===== src/include/adx_map.svh =====
// Constants for the converter, power, watchdog and clock instruction executor
`ifndef ADX_MAP_SVH
`define ADX_MAP_SVH

// ----------------------------------------
// Opcodes (10-bit instruction words)
// ----------------------------------------
`define ADX_OP_NOP        10'h000
`define ADX_OP_BKP_VDET   10'h002
`define ADX_OP_PD_TEST    10'h003
`define ADX_OP_BKP_ALL    10'h008
`define ADX_OP_PD_ARM     10'h05b
`define ADX_OP_WR_CCTL    10'h204
`define ADX_OP_WR_CLK     10'h216
`define ADX_OP_WR_CMP     10'h239
`define ADX_OP_RD_CCTL    10'h244
`define ADX_OP_RD_LOW     10'h249
`define ADX_OP_RD_CLK     10'h252
`define ADX_OP_RD_PAIR    10'h279
`define ADX_OP_DONE_TEST  10'h287
`define ADX_OP_CER_SEL    10'h29a
`define ADX_OP_RC_SEL     10'h29b
`define ADX_OP_WDT_STOPEN 10'h29c
`define ADX_OP_CONV_START 10'h29f
`define ADX_OP_WDT_RST    10'h2a0

// ----------------------------------------
// Field positions and reset values
// ----------------------------------------
`define ADX_MODE_BIT      3
`define ADX_CONV_IE_BIT   2
`define ADX_CCTL_RST      4'h0
`define ADX_CLK_RST       4'h0
`define ADX_CMP_RST       8'h00

`endif


===== src/include/adx_pkg.sv =====
// Types for the instruction executor
package adx_pkg;
   typedef enum logic [1:0] {
      ADX_CLK_RING    = 2'h0,
      ADX_CLK_CERAMIC = 2'h1,
      ADX_CLK_RC      = 2'h2
   } adx_clksrc_type;

   typedef enum logic [2:0] {
      ADX_ST_RUN  = 3'b001,
      ADX_ST_SKIP = 3'b010,
      ADX_ST_BKP  = 3'b100
   } adx_state_type;
endpackage


===== src/rtl/adx_decode.sv =====
// Opcode decoder for the executor
`timescale 1ns/1ps
`include "adx_map.svh"

module adx_decode (
   input  wire logic [9:0] i_op,          // Instruction word
   output logic            o_nop,         // No-operation
   output logic            o_bkp_vdet,    // Backup, detector kept
   output logic            o_bkp_all,     // Backup, all stopped
   output logic            o_pd_arm,      // Power-down arming
   output logic            o_pd_test,     // Power-down flag test
   output logic            o_rd_pair,     // Result pair read
   output logic            o_rd_low,      // Low bits read
   output logic            o_wr_cmp,      // Comparator write
   output logic            o_rd_cctl,     // Control read
   output logic            o_wr_cctl,     // Control write
   output logic            o_conv_start,  // Converter start
   output logic            o_done_test,   // Done flag test
   output logic            o_wdt_stopen,  // Watchdog stop enable
   output logic            o_wdt_rst,     // Watchdog restart
   output logic            o_cer_sel,     // Ceramic select
   output logic            o_rc_sel,      // RC select
   output logic            o_rd_clk,      // Clock reg read
   output logic            o_wr_clk       // Clock reg write
);
   always_comb begin
      o_nop        = (i_op == `ADX_OP_NOP);
      o_bkp_vdet   = (i_op == `ADX_OP_BKP_VDET);
      o_bkp_all    = (i_op == `ADX_OP_BKP_ALL);
      o_pd_arm     = (i_op == `ADX_OP_PD_ARM);
      o_pd_test    = (i_op == `ADX_OP_PD_TEST);
      o_rd_pair    = (i_op == `ADX_OP_RD_PAIR);
      o_rd_low     = (i_op == `ADX_OP_RD_LOW);
      o_wr_cmp     = (i_op == `ADX_OP_WR_CMP);
      o_rd_cctl    = (i_op == `ADX_OP_RD_CCTL);
      o_wr_cctl    = (i_op == `ADX_OP_WR_CCTL);
      o_conv_start = (i_op == `ADX_OP_CONV_START);
      o_done_test  = (i_op == `ADX_OP_DONE_TEST);
      o_wdt_stopen = (i_op == `ADX_OP_WDT_STOPEN);
      o_wdt_rst    = (i_op == `ADX_OP_WDT_RST);
      o_cer_sel    = (i_op == `ADX_OP_CER_SEL);
      o_rc_sel     = (i_op == `ADX_OP_RC_SEL);
      o_rd_clk     = (i_op == `ADX_OP_RD_CLK);
      o_wr_clk     = (i_op == `ADX_OP_WR_CLK);
   end
endmodule // adx_decode


===== src/rtl/adx_exec.sv =====
// Executor for converter, power-down, watchdog and clock instructions
// ----------------------------------------
// ----------------------------------------
`timescale 1ns/1ps
`include "adx_map.svh"

module adx_exec
   import adx_pkg::*;
#(
   parameter int DATA_W = 4                    // Accumulator width
) (
   input  wire logic                  i_mclk,          // Instruction clock
   input  wire logic                  i_rst_n,         // Async reset, low
   input  wire logic                  i_valid,         // Instruction issued
   input  wire logic [9:0]            i_op,            // Instruction word
   input  wire logic [DATA_W-1:0]     i_acc_a,         // Register A
   input  wire logic [DATA_W-1:0]     i_acc_b,         // Register B
   input  wire logic [9:0]            i_conv_result,   // Converter result
   input  wire logic                  i_conv_done,     // Done event pulse
   input  wire logic                  i_conv_ie,       // Interrupt ctrl bit 2
   input  wire logic                  i_pd_flag,       // Power-down flag
   input  wire logic                  i_wdt_flag_set,  // Watchdog flag one set
   input  wire logic                  i_wake,          // Leave backup
   output logic                       o_pc_inc,        // Advance counter
   output logic                       o_a_we,          // Write register A
   output logic [DATA_W-1:0]          o_a_data,        // Data for A
   output logic                       o_b_we,          // Write register B
   output logic [DATA_W-1:0]          o_b_data,        // Data for B
   output logic [3:0]                 o_conv_control,  // Converter control
   output logic [7:0]                 o_comparator,    // Comparator register
   output logic                       o_conv_start,    // Start conversion
   output logic                       o_cmp_start,     // Start comparison
   output logic                       o_conv_done_flag,// Done flag
   output logic                       o_backup,        // In RAM backup
   output logic                       o_vdet_keep,     // Detector kept on
   output logic                       o_wdt_flag_one,  // Watchdog flag one
   output logic                       o_wdt_stop,      // Watchdog stopped
   output adx_pkg::adx_clksrc_type    o_clk_src,       // Clock source
   output logic                       o_ring_stop,     // Ring osc stopped
   output logic [3:0]                 o_clock_control  // Clock control reg
);
   import adx_pkg::*;

   // Only a 4-bit accumulator pair is served
   if (DATA_W != 4) begin : g_bad_data_w
      $error("adx_exec supports DATA_W of 4 only");
   end

   // ----------------------------------------
   // Decode
   // ----------------------------------------
   logic d_nop, d_bkp_vdet, d_bkp_all, d_pd_arm, d_pd_test, d_rd_pair;
   logic d_rd_low, d_wr_cmp, d_rd_cctl, d_wr_cctl, d_start, d_done_test;
   logic d_wdt_stopen, d_wdt_rst, d_cer, d_rc, d_rd_clk, d_wr_clk;

   adx_decode u_dec (
      .i_op         (i_op),
      .o_nop        (d_nop),
      .o_bkp_vdet   (d_bkp_vdet),
      .o_bkp_all    (d_bkp_all),
      .o_pd_arm     (d_pd_arm),
      .o_pd_test    (d_pd_test),
      .o_rd_pair    (d_rd_pair),
      .o_rd_low     (d_rd_low),
      .o_wr_cmp     (d_wr_cmp),
      .o_rd_cctl    (d_rd_cctl),
      .o_wr_cctl    (d_wr_cctl),
      .o_conv_start (d_start),
      .o_done_test  (d_done_test),
      .o_wdt_stopen (d_wdt_stopen),
      .o_wdt_rst    (d_wdt_rst),
      .o_cer_sel    (d_cer),
      .o_rc_sel     (d_rc),
      .o_rd_clk     (d_rd_clk),
      .o_wr_clk     (d_wr_clk)
   );

   // ----------------------------------------
   // Sequencing state
   // ----------------------------------------
   adx_state_type state_r;
   logic          pd_armed_r;
   logic          wdt_armed_r;
   logic          mode;
   logic          run;
   logic          skip_now;
   logic          exec;

   assign mode = o_conv_control[`ADX_MODE_BIT];
   assign run  = (state_r == ADX_ST_RUN) && i_valid;
   assign exec = run;

   always_comb begin
      skip_now = 1'b0;
      if (exec) begin
         if (d_done_test && !i_conv_ie && o_conv_done_flag) skip_now = 1'b1;
         if (d_pd_test && i_pd_flag) skip_now = 1'b1;
         if (d_wdt_rst && o_wdt_flag_one) skip_now = 1'b1;
      end
   end

   always_ff @(posedge i_mclk or negedge i_rst_n) begin
      if (!i_rst_n) begin
         state_r <= ADX_ST_RUN;
      end else begin
         case (state_r)
            ADX_ST_RUN: begin
               if (exec && pd_armed_r && (d_bkp_vdet || d_bkp_all)) state_r <= ADX_ST_BKP;
               else if (skip_now) state_r <= ADX_ST_SKIP;
            end
            ADX_ST_SKIP: begin
               if (i_valid) state_r <= ADX_ST_RUN;
            end
            ADX_ST_BKP: begin
               if (i_wake) state_r <= ADX_ST_RUN;
            end
            default: state_r <= ADX_ST_RUN;
         endcase
      end
   end

   always_ff @(posedge i_mclk or negedge i_rst_n) begin
      if (!i_rst_n) pd_armed_r <= 1'b0;
      else if (i_valid && state_r != ADX_ST_BKP) pd_armed_r <= exec && d_pd_arm;
   end

   always_ff @(posedge i_mclk or negedge i_rst_n) begin
      if (!i_rst_n) wdt_armed_r <= 1'b0;
      else if (i_valid && state_r != ADX_ST_BKP) wdt_armed_r <= exec && d_wdt_stopen;
   end

   // ----------------------------------------
   // Backup outputs
   // ----------------------------------------
   always_ff @(posedge i_mclk or negedge i_rst_n) begin
      if (!i_rst_n) begin
         o_backup    <= 1'b0;
         o_vdet_keep <= 1'b1;
      end else if (exec && pd_armed_r && d_bkp_vdet) begin
         o_backup    <= 1'b1;
         o_vdet_keep <= 1'b1;
      end else if (exec && pd_armed_r && d_bkp_all) begin
         o_backup    <= 1'b1;
         o_vdet_keep <= 1'b0;
      end else if (state_r == ADX_ST_BKP && i_wake) begin
         o_backup    <= 1'b0;
         o_vdet_keep <= 1'b1;
      end
   end

   // ----------------------------------------
   // Accumulator transfers and counter
   // ----------------------------------------
   always_ff @(posedge i_mclk or negedge i_rst_n) begin
      if (!i_rst_n) begin
         o_pc_inc <= 1'b0;
         o_a_we   <= 1'b0;
         o_b_we   <= 1'b0;
         o_a_data <= '0;
         o_b_data <= '0;
      end else begin
         o_pc_inc <= i_valid && (state_r != ADX_ST_BKP);
         o_a_we   <= exec && (d_rd_pair || d_rd_low || d_rd_cctl || d_rd_clk);
         o_b_we   <= exec && d_rd_pair;
         if (exec && d_rd_pair && !mode) begin
            o_b_data <= i_conv_result[9:6];
            o_a_data <= i_conv_result[5:2];
         end else if (exec && d_rd_pair) begin
            o_b_data <= i_conv_result[7:4];
            o_a_data <= i_conv_result[3:0];
         end else if (exec && d_rd_low) begin
            o_a_data <= {i_conv_result[1:0], 2'b00};
         end else if (exec && d_rd_cctl) begin
            o_a_data <= o_conv_control;
         end else if (exec && d_rd_clk) begin
            o_a_data <= o_clock_control;
         end
      end
   end

   // ----------------------------------------
   // Converter registers
   // ----------------------------------------
   always_ff @(posedge i_mclk or negedge i_rst_n) begin
      if (!i_rst_n) o_conv_control <= `ADX_CCTL_RST;
      else if (exec && d_wr_cctl) o_conv_control <= i_acc_a;
   end

   always_ff @(posedge i_mclk or negedge i_rst_n) begin
      if (!i_rst_n) o_comparator <= `ADX_CMP_RST;
      else if (exec && d_wr_cmp && mode) o_comparator <= {i_acc_b, i_acc_a};
   end

   always_ff @(posedge i_mclk or negedge i_rst_n) begin
      if (!i_rst_n) begin
         o_conv_start <= 1'b0;
         o_cmp_start  <= 1'b0;
      end else begin
         o_conv_start <= exec && d_start && !mode;
         o_cmp_start  <= exec && d_start && mode;
      end
   end

   // Done event wins over any clear in the same cycle
   always_ff @(posedge i_mclk or negedge i_rst_n) begin
      if (!i_rst_n) o_conv_done_flag <= 1'b0;
      else if (i_conv_done) o_conv_done_flag <= 1'b1;
      else if (exec && d_start) o_conv_done_flag <= 1'b0;
      // clear only on skip with enable low
      else if (exec && d_done_test && !i_conv_ie) o_conv_done_flag <= 1'b0;
   end

   // ----------------------------------------
   // Watchdog
   // ----------------------------------------
   always_ff @(posedge i_mclk or negedge i_rst_n) begin
      if (!i_rst_n) o_wdt_flag_one <= 1'b0;
      else if (i_wdt_flag_set) o_wdt_flag_one <= 1'b1;
      else if (exec && d_wdt_rst) o_wdt_flag_one <= 1'b0;
   end

   always_ff @(posedge i_mclk or negedge i_rst_n) begin
      if (!i_rst_n) o_wdt_stop <= 1'b0;
      else if (exec && d_wdt_rst && wdt_armed_r) o_wdt_stop <= 1'b1;
   end

   // ----------------------------------------
   // Clock control
   // ----------------------------------------
   always_ff @(posedge i_mclk or negedge i_rst_n) begin
      if (!i_rst_n) begin
         o_clk_src   <= ADX_CLK_RING;
         o_ring_stop <= 1'b0;
      end else if (exec && d_cer) begin
         o_clk_src   <= ADX_CLK_CERAMIC;
         o_ring_stop <= 1'b1;
      end else if (exec && d_rc) begin
         o_clk_src   <= ADX_CLK_RC;
         o_ring_stop <= 1'b1;
      end
   end

   always_ff @(posedge i_mclk or negedge i_rst_n) begin
      if (!i_rst_n) o_clock_control <= `ADX_CLK_RST;
      else if (exec && d_wr_clk) o_clock_control <= i_acc_a;
   end
endmodule // adx_exec


===== config.mk =====
export PLATFORM = sky130hd
export DESIGN_NAME = adx_exec
export DESIGN_NICKNAME = d
export VERILOG_FILES = /design/src/include/adx_pkg.sv /design/src/rtl/adx_decode.sv /design/src/rtl/adx_exec.sv
export VERILOG_INCLUDE_DIRS = /design/src /design/src/include
export SDC_FILE = /design/constraint.sdc
export NUM_CORES = 1
export LEC_CHECK = 0
export BUFFER_PORTS_ARGS = -buffer_cell sky130_fd_sc_hd__buf_4
export CORE_MARGIN = 4
export CORE_UTILIZATION = 50
export DETAILED_ROUTE_END_ITERATION = 8
export PLACE_DENSITY = 0.8
export SYNTH_ARGS = -nofsm -noshare
export SYNTH_HDL_FRONTEND = slang
export SYNTH_SLANG_ARGS = --single-unit
export TNS_END_PERCENT = 100

===== constraint.sdc =====
create_clock -name i_mclk -period 3.9 [get_ports i_mclk]
set_input_delay 0.78 -clock i_mclk [delete_from_list [all_inputs] [get_ports i_mclk]]
set_output_delay 0.78 -clock i_mclk [all_outputs]
set_load 0.02 [all_outputs]

* Word level (Yosys, flattened, before mapping)
Cells that the tools add are included.
Cells by class: eq/ne operators 24, multiplexer cells 31, reductions and logical operators 45
Operator list (number):
- $eq 10x10->1 const B | 13
- $logic_and 1x1->1 | 32
- $mux 4 | 7
- $eq 10x2->1 const B | 2
- $mux 1 | 17
- $mux 3 | 4
- $eq 10x4->1 const B | 1
- $eq 10x7->1 const B | 1
- $pmux 3 s3 | 1
- $reduce_bool 2->1 | 3
- $reduce_bool 3->1 | 2
- $reduce_bool 5->1 | 1
- $logic_or 1x1->1 | 4
- $mux 2 | 2
- $ne 2x2->1 const B | 2
- $eq 3x1->1 const B | 1
- $eq 3x2->1 const B | 1
- $eq 3x3->1 const B | 1
- $ne 3x2->1 const B | 1
- $ne 3x3->1 const B | 1
- $reduce_and 3->1 | 1
- $logic_not 1->1 | 2
Word-level totals: register bits 42, input port bits 36, output and inout port bits 37, logic and storage cells 120

* Logic depth before layout (Yosys ltp)
Gate-level depths: netlist of the first run.
depth after elaboration 10, depth in mapped cells 7, mapped depth without buffers 6

* By module
From an unflattened synthesis of the first run, not the netlist that was laid out.
Second synthesis, totals: cells, all modules 201, area total of the unflattened synthesis 2174.6 um2
Modules (own cells, without submodules):
- adx_exec | instances 1, cells each 165, area an instance 1919.3 um2, sequential area each 1053.5 um2
- adx_decode | instances 1, cells each 36, area an instance 255.2 um2, sequential area each 0.0 um2

* Worst setup path after synthesis of the first run
No wires, ideal clock.
kind input to register, start point input i_op[1], end point register o_comparator[0], library setup time 0.125 ns, arrival 2.116 ns, required time 3.775 ns, slack 1.659 ns, stages 6, path buffers 1, path through clkbuf_1 -> nand4bb_1 -> nor2_1 -> nand2_1 -> nor2_4 -> mux2_2
On the way: word-level cells in the longest chain between the ends 3
RTL lines:
- from (decl) | line adx_exec.sv:15 | input wire logic [9:0] i_op,
- $eq 10x10->1 (no line)
- $logic_and 1x1->1 (2 in a row) | line adx_exec.sv:191 | else if (exec && d_wr_cmp && mode) o_comparator <= {i_acc_b, i_acc_a};
- to (signal assigned) | line adx_exec.sv:190 | if (!i_rst_n) o_comparator <= `ADX_CMP_RST;
- to (signal assigned) | line adx_exec.sv:191
- to (decl) | line adx_exec.sv:30 | output logic [7:0] o_comparator,
No other way between the ends. A chain may end at the register's enable or synchronous reset.

* Worst setup path in the final report of the first run
start point input i_op[2], end point register o_comparator[4]
The elaborated chain is that of the path after synthesis.

==> reports/metrics.yaml, run 1 <==
grt:
  use_met3_pct: 6.43
  grt_busiest_layer: "met2"
  grt_use_met2_pct: 29.5
  met1_usage_pct: 24.4
  grt_max_degree: 43
  grt_pass1_vias: 1698
  gr-total-overflow: 0
  grt_pass1_wl_um: 7770
  track_usage_pct: 18.7
  antenna_found_initial: 0
floorplan:
  die_area_mm2: 0.00542
  core_mm2: 0.00409
  io-pin-count: 73
  die_w_um: 73.6
  rows: 23
  start_util_pct: 52.7
  die_y_um: 73.6
pwr:
  pwr_density_cell_mw_per_mm2: 286
  leakage_nw: 1.34
  p_seq_share_pct: 55.1
  switching_share_pct: 24.5
  p_comb_share_pct: 10.9
  p_switching_mw: 0.197
  p_clk_share_pct: 34.0
  p_int_mw: 0.607
  ir_drop_mv: 0.265
timing:
  finClkSkew_ns: 0.00790
  slew_violations: 0
  hold_violations: 0
  fmax_mhz: 462
  finalSetupViolations: 0
  worst_slew_pin_slew_ns: 0.606
  timing.final.crit_share_pct: 55.5
  period_needed_ns: 2.16
  rsz0062_at_grt: "no"
  slew-limit-headroom_pct: 59.2
  fin_tns_setup_ns: 0
clock_tree:
  cts_buffers: 5
  clock-root-buffer: "clkbuf_8"
  htree_levels: 2
  cts_tree: "done"
  cts_resized: 0
  clock_path_buffers: 2
  clk_pin_slew_ns: 0.08
  postCtsSetupBuffers: 0
  clock_latency_ns: 0.30
  cts_hold_buf: 0
  numClockSinks: 42
setup_path:
  end_kind: "flip-flop"
  crit_family: "simple AND/OR/NAND/NOR gates"
  r2r-start: "state_r[0]"
  crit_type: "in2reg"
  crit_chain: "buf_4 > nand4bb_1 > nor2_1 > nand2_1 > nor2_4 > mux2_2"
  cp-start-kind: "input pin"
  cp-startpoint: "i_op[2]"
  cp_data_arrival_time_ns: 2.35
  crit_slowest_cell: "mux2_2"
  path_buf_inv: 1
  crit_fanout: 8
  crit_path_max_incr_delay_ns: 0.37
  critical_path_required_ns: 4.09
logic_synthesis:
  postSynthCellCount: 197
  yosysTopAreaCell: "dfrtp_1"
  async_flop_share_pct: 100
  synth_top_area_share_pct: 46.5
  synth-edff-count: 0
  yosys_most_used_dff: "dfrtp_1"
  yosys-top-cells-count: "dfrtp_1, nand2_1, mux2_2"
  synth_area_leaders: "dfrtp_1, mux2_2, nand2_1, mux2i_1, nand2b_1"
  seq_area_frac_synth_pct: 48.9
  ys_warn_count: 0
  ys_ff_latch: 42
  ys_types: 53
  synth_fp_nets: 233
  yosysMostFrequentCell: "dfrtp_1"
  syn_area_per_cell_um2: 10.9
  syn-cell-area_mm2: 0.00215
routing:
  via_count: 1725
  drt_pass1_iterations: 4
  drc: 0
  wl_per_cell_um: 15.2
  ant_nets: 0
  drtIter0Drc: 74
  vias_per_cell: 5.39
  wl_um: 4850
place:
  routabilityCongestion: 0.924
  io_buffers: 72
  placedCellCount: 312
  dpl_cell_area_mm2: 0.00272
  hpwlAfterDp_um: 3900
worst_hold_path:
  min_path_type: "in2async"
finish:
  finalNetCount: 305
  drive_gt1_share_pct: 42.2
  num_antenna_cells: 0
  areaGrowthSynthToFinish_pct: 30.4
  fin_area_mm2: 0.00281
  fin_cells: 320
  fill_cells: 331
job:
  max-cap-violations: 0
run_status:
  outcome: "finished clean"
per-layer routing:
metal  wire length [um]  vias to the layer above
li1                   -                      859
met2               2390                       46
met4                 49                        0
met3                305                        6
met5                  0                        -
met1               2110                      814
layout by cell type, fill, tap and decap left out, types with 3 or more instances in the layout:
| cell | count |
|---|---|
| a21boi_0 | 4 |
| a21oi_1 | 7 |
| and2_1 | 3 |
| buf_4 | 72 |
| clkbuf_8 | 5 |
| dfrtp_1 | 40 |
| inv_1 | 4 |
| mux2_2 | 17 |
| mux2i_1 | 6 |
| nand2_1 | 20 |
| nand2b_1 | 9 |
| nand4_1 | 3 |
| nor2_1 | 7 |
| nor2b_1 | 3 |
| nor4_1 | 4 |
| o21ai_0 | 9 |
| o21ai_1 | 5 |
| or2_2 | 3 |
path summary, 6_finish.rpt:
path                                        end  slack [ns]  cells after the start
worst max-delay path            o_comparator[4]        1.74                      6
worst min-delay path             o_wdt_flag_one        0.45                      1
worst max register to register     o_clk_src[1]        1.87                      4
worst min register to register       o_wdt_stop        0.46                      1
max in group asynchronous            state_r[0]        3.07                      1
min in group i_mclk                  o_wdt_stop        0.46                      1
layout make-up:
cell class	count	area (um^2)	share of cell area, %
Tap cell	50	62.6	2.23
Clock inverter	3	21.3	0.757
Sequential cell	42	1050	37.5
Multi-Input combinational cell	143	1040	37.1
Timing Repair Buffer	72	541	19.2
Inverter	5	18.8	0.668
Clock buffer	5	68.8	2.45
logic make-up after synthesis:
| logic type | share of synthesized area, % |
|---|---|
| AO/OA/AOI/OAI | 14.2 |
| XOR/XNOR | 0.814 |
| buffers and inverters | 2.61 |
| flip-flops | 48.9 |
| multiplexers | 11.7 |
| AND/OR/NAND/NOR | 21.7 |
power groups by stage:
| stage | Sequential, mW | Combinational [mW] | Clock (mW) |
|---|---|---|---|
| 2_1_floorplan | 0.455 | 0.0345 | 0 |
| 3_3_place_gp | 0.451 | 0.0870 | 0 |
| 3_5_place_dp | 0.451 | 0.0881 | 0 |
| 4_1_cts | 0.443 | 0.0883 | 0.285 |
| 5_1_grt | 0.444 | 0.0961 | 0.303 |
| 6_report | 0.443 | 0.0875 | 0.274 |
per-stage QoR:
stage | worst slack, ns | hold WS [ns] | power [mW] | utilization, %
6_report | 1.74 | 0.451 | 0.804 | 68.7
5_1_grt | 1.63 | 0.497 | 0.843 | 68.7
4_1_cts | 1.75 | 0.468 | 0.816 | 68.7
3_5_place_dp | 1.43 | 0.451 | 0.540 | 66.5
3_3_place_gp | 1.47 | 0.447 | 0.538 | 66.5
2_1_floorplan | 1.66 | 0.431 | 0.489 | -
state kept, by name, indices dropped and copies added, names as in the netlist, 2 cells and up:
register	count
o_clk_src	2
o_b_data	4
state_r	3
o_a_data	4
o_comparator	8
o_conv_control	4
o_clock_control	4
Note: power is estimated with default switching activity, not from simulation.
==> inputs of run 2 (changes only) <==
- ABC_AREA: default -> 1
- PLACE_DENSITY: 0.8 -> 0.79
- clock period: 3.9 -> 2 ns (I/O delays scaled with it)
==> run 2 against run 1 <==
Via count increased by 22%. Sequential power increased by 110%. Largest power group unchanged. Total power increased by 120%. Highest routed layer unchanged. First-iteration DRC count increased by 36%. Core utilization decreased by 0.74 points. Clock skew about the same. Register-to-register slack got worse by 1.6 ns. Critical endpoint is now o_a_data[3]. Combinational power increased to 3.7 times the previous value. Synthesized cell count increased by 42%. Sequential cell count unchanged. Largest cell class unchanged. Clock-buffer cell count unchanged. Cell count increased by 29%.
==> reports/metrics.yaml, run 2 <==
floorplan:
  rows: 24
  die_area_mm2: 0.00575
  die_w_um: 75.9
  die_y_um: 75.9
  core_mm2: 0.00441
  io-pin-count: 73
  start_util_pct: 52.2
pwr:
  ir_drop_mv: 0.459
  pwr_density_cell_mw_per_mm2: 597
  total_power_mw: 1.79
  leakage_nw: 1.63
logic_synthesis:
  synth-edff-count: 0
  syn-cell-area_mm2: 0.00230
  synth_fp_nets: 315
  ys_types: 38
  ys_ff_latch: 42
  async_flop_share_pct: 100
  postSynthCellCount: 279
  yosys-top-cells-count: "nand2_1, inv_1, dfrtp_1"
  syn_area_per_cell_um2: 8.25
  yosysMostFrequentCell: "nand2_1"
  yosys_most_used_dff: "dfrtp_1"
  synth_top_area_share_pct: 43.5
  seq_area_frac_synth_pct: 45.8
  yosysTopAreaCell: "dfrtp_1"
  synth_area_leaders: "dfrtp_1, nand2_1, inv_1, nor2_1, o21ai_0"
  ys_warn_count: 0
grt:
  antenna_found_initial: 0
  grt_max_degree: 43
  grt_pass1_wl_um: 9610
  gr-total-overflow: 0
  grt_pass1_vias: 2085
  track_usage_pct: 22.2
job:
  max-cap-violations: 0
clock_tree:
  htree_levels: 2
  clk_pin_slew_ns: 0.09
  numClockSinks: 42
  clock-root-buffer: "clkbuf_8"
  clock_latency_ns: 0.31
  cts_hold_buf: 0
  clock_path_buffers: 2
  postCtsSetupBuffers: 0
  cts_buffers: 5
  cts_resized: 0
  cts_tree: "done"
finish:
  areaGrowthSynthToFinish_pct: 30.4
  fin_util_pct: 68.0
  final_cell_mix: "buf_4, nand2_1, inv_1, dfrtp_1, nor2_1"
  multi_input_area_mm2: 0.00104
  drive_gt1_share_pct: 33.1
  num_antenna_cells: 0
  final_common_cell: "buf_4"
  finalNetCount: 395
  largest_reg_flops: 8
  seq_area_mm2: 0.00105
  fill_cells: 385
  largest_register: "o_comparator"
routing:
  drtIter0Drc: 101
  drt_pass1_iterations: 4
  ant_nets: 0
  drc: 0
  wl_per_cell_um: 14.0
  wl_um: 5780
  vias_per_cell: 5.10
  via_count: 2101
setup_path:
  crit_slowest_cell: "dfstp_2"
  crit_type: "reg2reg"
  cp_data_arrival_time_ns: 1.91
  crit_path_max_incr_delay_ns: 0.60
  critical_path_required_ns: 2.20
  reg2reg_depth: 7
  cp.depth: 7
  crit_chain: "nand4_4 > nor2_4 > nand3_1 > nand3_1 > nand2_1 > nor2_1 > nor2_1"
  path_buf_inv: 0
  crit_fanout: 6
  end_kind: "flip-flop"
  crit_family: "simple AND/OR/NAND/NOR gates"
  cp-start-kind: "flip-flop"
timing:
  fin_tns_setup_ns: 0
  hold_violations: 0
  finClkSkew_ns: 0.00803
  slew_violations: 0
  slew-limit-headroom_pct: 64.3
  rsz0062_at_grt: "no"
  fmax_mhz: 586
  period_needed_ns: 1.71
  worst_slew_pin_slew_ns: 0.535
  timing.final.crit_share_pct: 85.3
  postLayoutSetupSlackWorst_ns: 0.294
  finalSetupViolations: 0
  hold_slack_ns: 0.0648
run_status:
  outcome: "finished clean"
place:
  pre_cts_ws_ns: 0.266
  routabilityCongestion: 0.922
  hpwlAfterDp_um: 4640
  io_buffers: 72
worst_hold_path:
  min_path_type: "in2async"
==> run 2: cell count changes after synthesis, moves of 6 or more <==
cell	before	now
inv_1	4	41
inv_2	1	7
nand2b_1	9	0
nand3_1	2	15
o21ai_0	9	20
nand2_1	20	67
nor2_1	7	29
mux2i_1	6	0
mux2_2	17	2
==> run 2: through the flow <==
stage	std cells	cell area, um^2
final	412	3000
after global placement	404	2910
after global routing	412	3000
after detailed placement	404	2910
after CTS	412	3000
after floorplan	279	2300
==> run 2: cells by family after synthesis <==
kind of cell | count (synthesis) | share of synthesized area [%]
AO/OA/AOI/OAI | 38 | 10.3
buffers and inverters | 52 | 9.02
flip-flops | 42 | 45.8
multiplexers | 4 | 2.28
AND/OR/NAND/NOR | 143 | 32.7
==> run 2: final timing paths <==
path                        startpoint                to  slack, ns
max                         state_r[0]       o_a_data[3]       0.29
min in group i_mclk        i_conv_done  o_conv_done_flag       0.29
min reg2reg                 o_wdt_stop        o_wdt_stop       0.46
min                            i_rst_n    o_wdt_flag_one       0.06
max in group asynchronous      i_rst_n        state_r[0]       1.55
max reg2reg                 state_r[0]       o_a_data[3]       0.29
==> run 2: where the power goes <==
| part | internal (mW) | switching (mW) | leakage, nW |
|---|---|---|---|
| registers | 0.881 | 0.0283 | 0.561 |
| logic | 0.127 | 0.195 | 1.03 |
| clock network | 0.245 | 0.316 | 0.0441 |
==> run 2: metal layers <==
metal	GRT usage, %	routed length [um]	up-vias
met5	0	0	-
met4	7.18	68	0
met3	6.60	470	6
met2	35.3	2780	80
met1	29.1	2470	964
li1	-	-	1051
==> run 2: area by class of cell <==
| cell class | instances | share of cell area, % |
|---|---|---|
| Clock buffer | 5 | 2.29 |
| Clock inverter | 3 | 0.709 |
| Inverter | 50 | 6.29 |
| Multi-Input combinational cell | 185 | 34.7 |
| Sequential cell | 42 | 35.1 |
| Tap cell | 52 | 2.17 |
| Timing Repair Buffer | 75 | 18.8 |
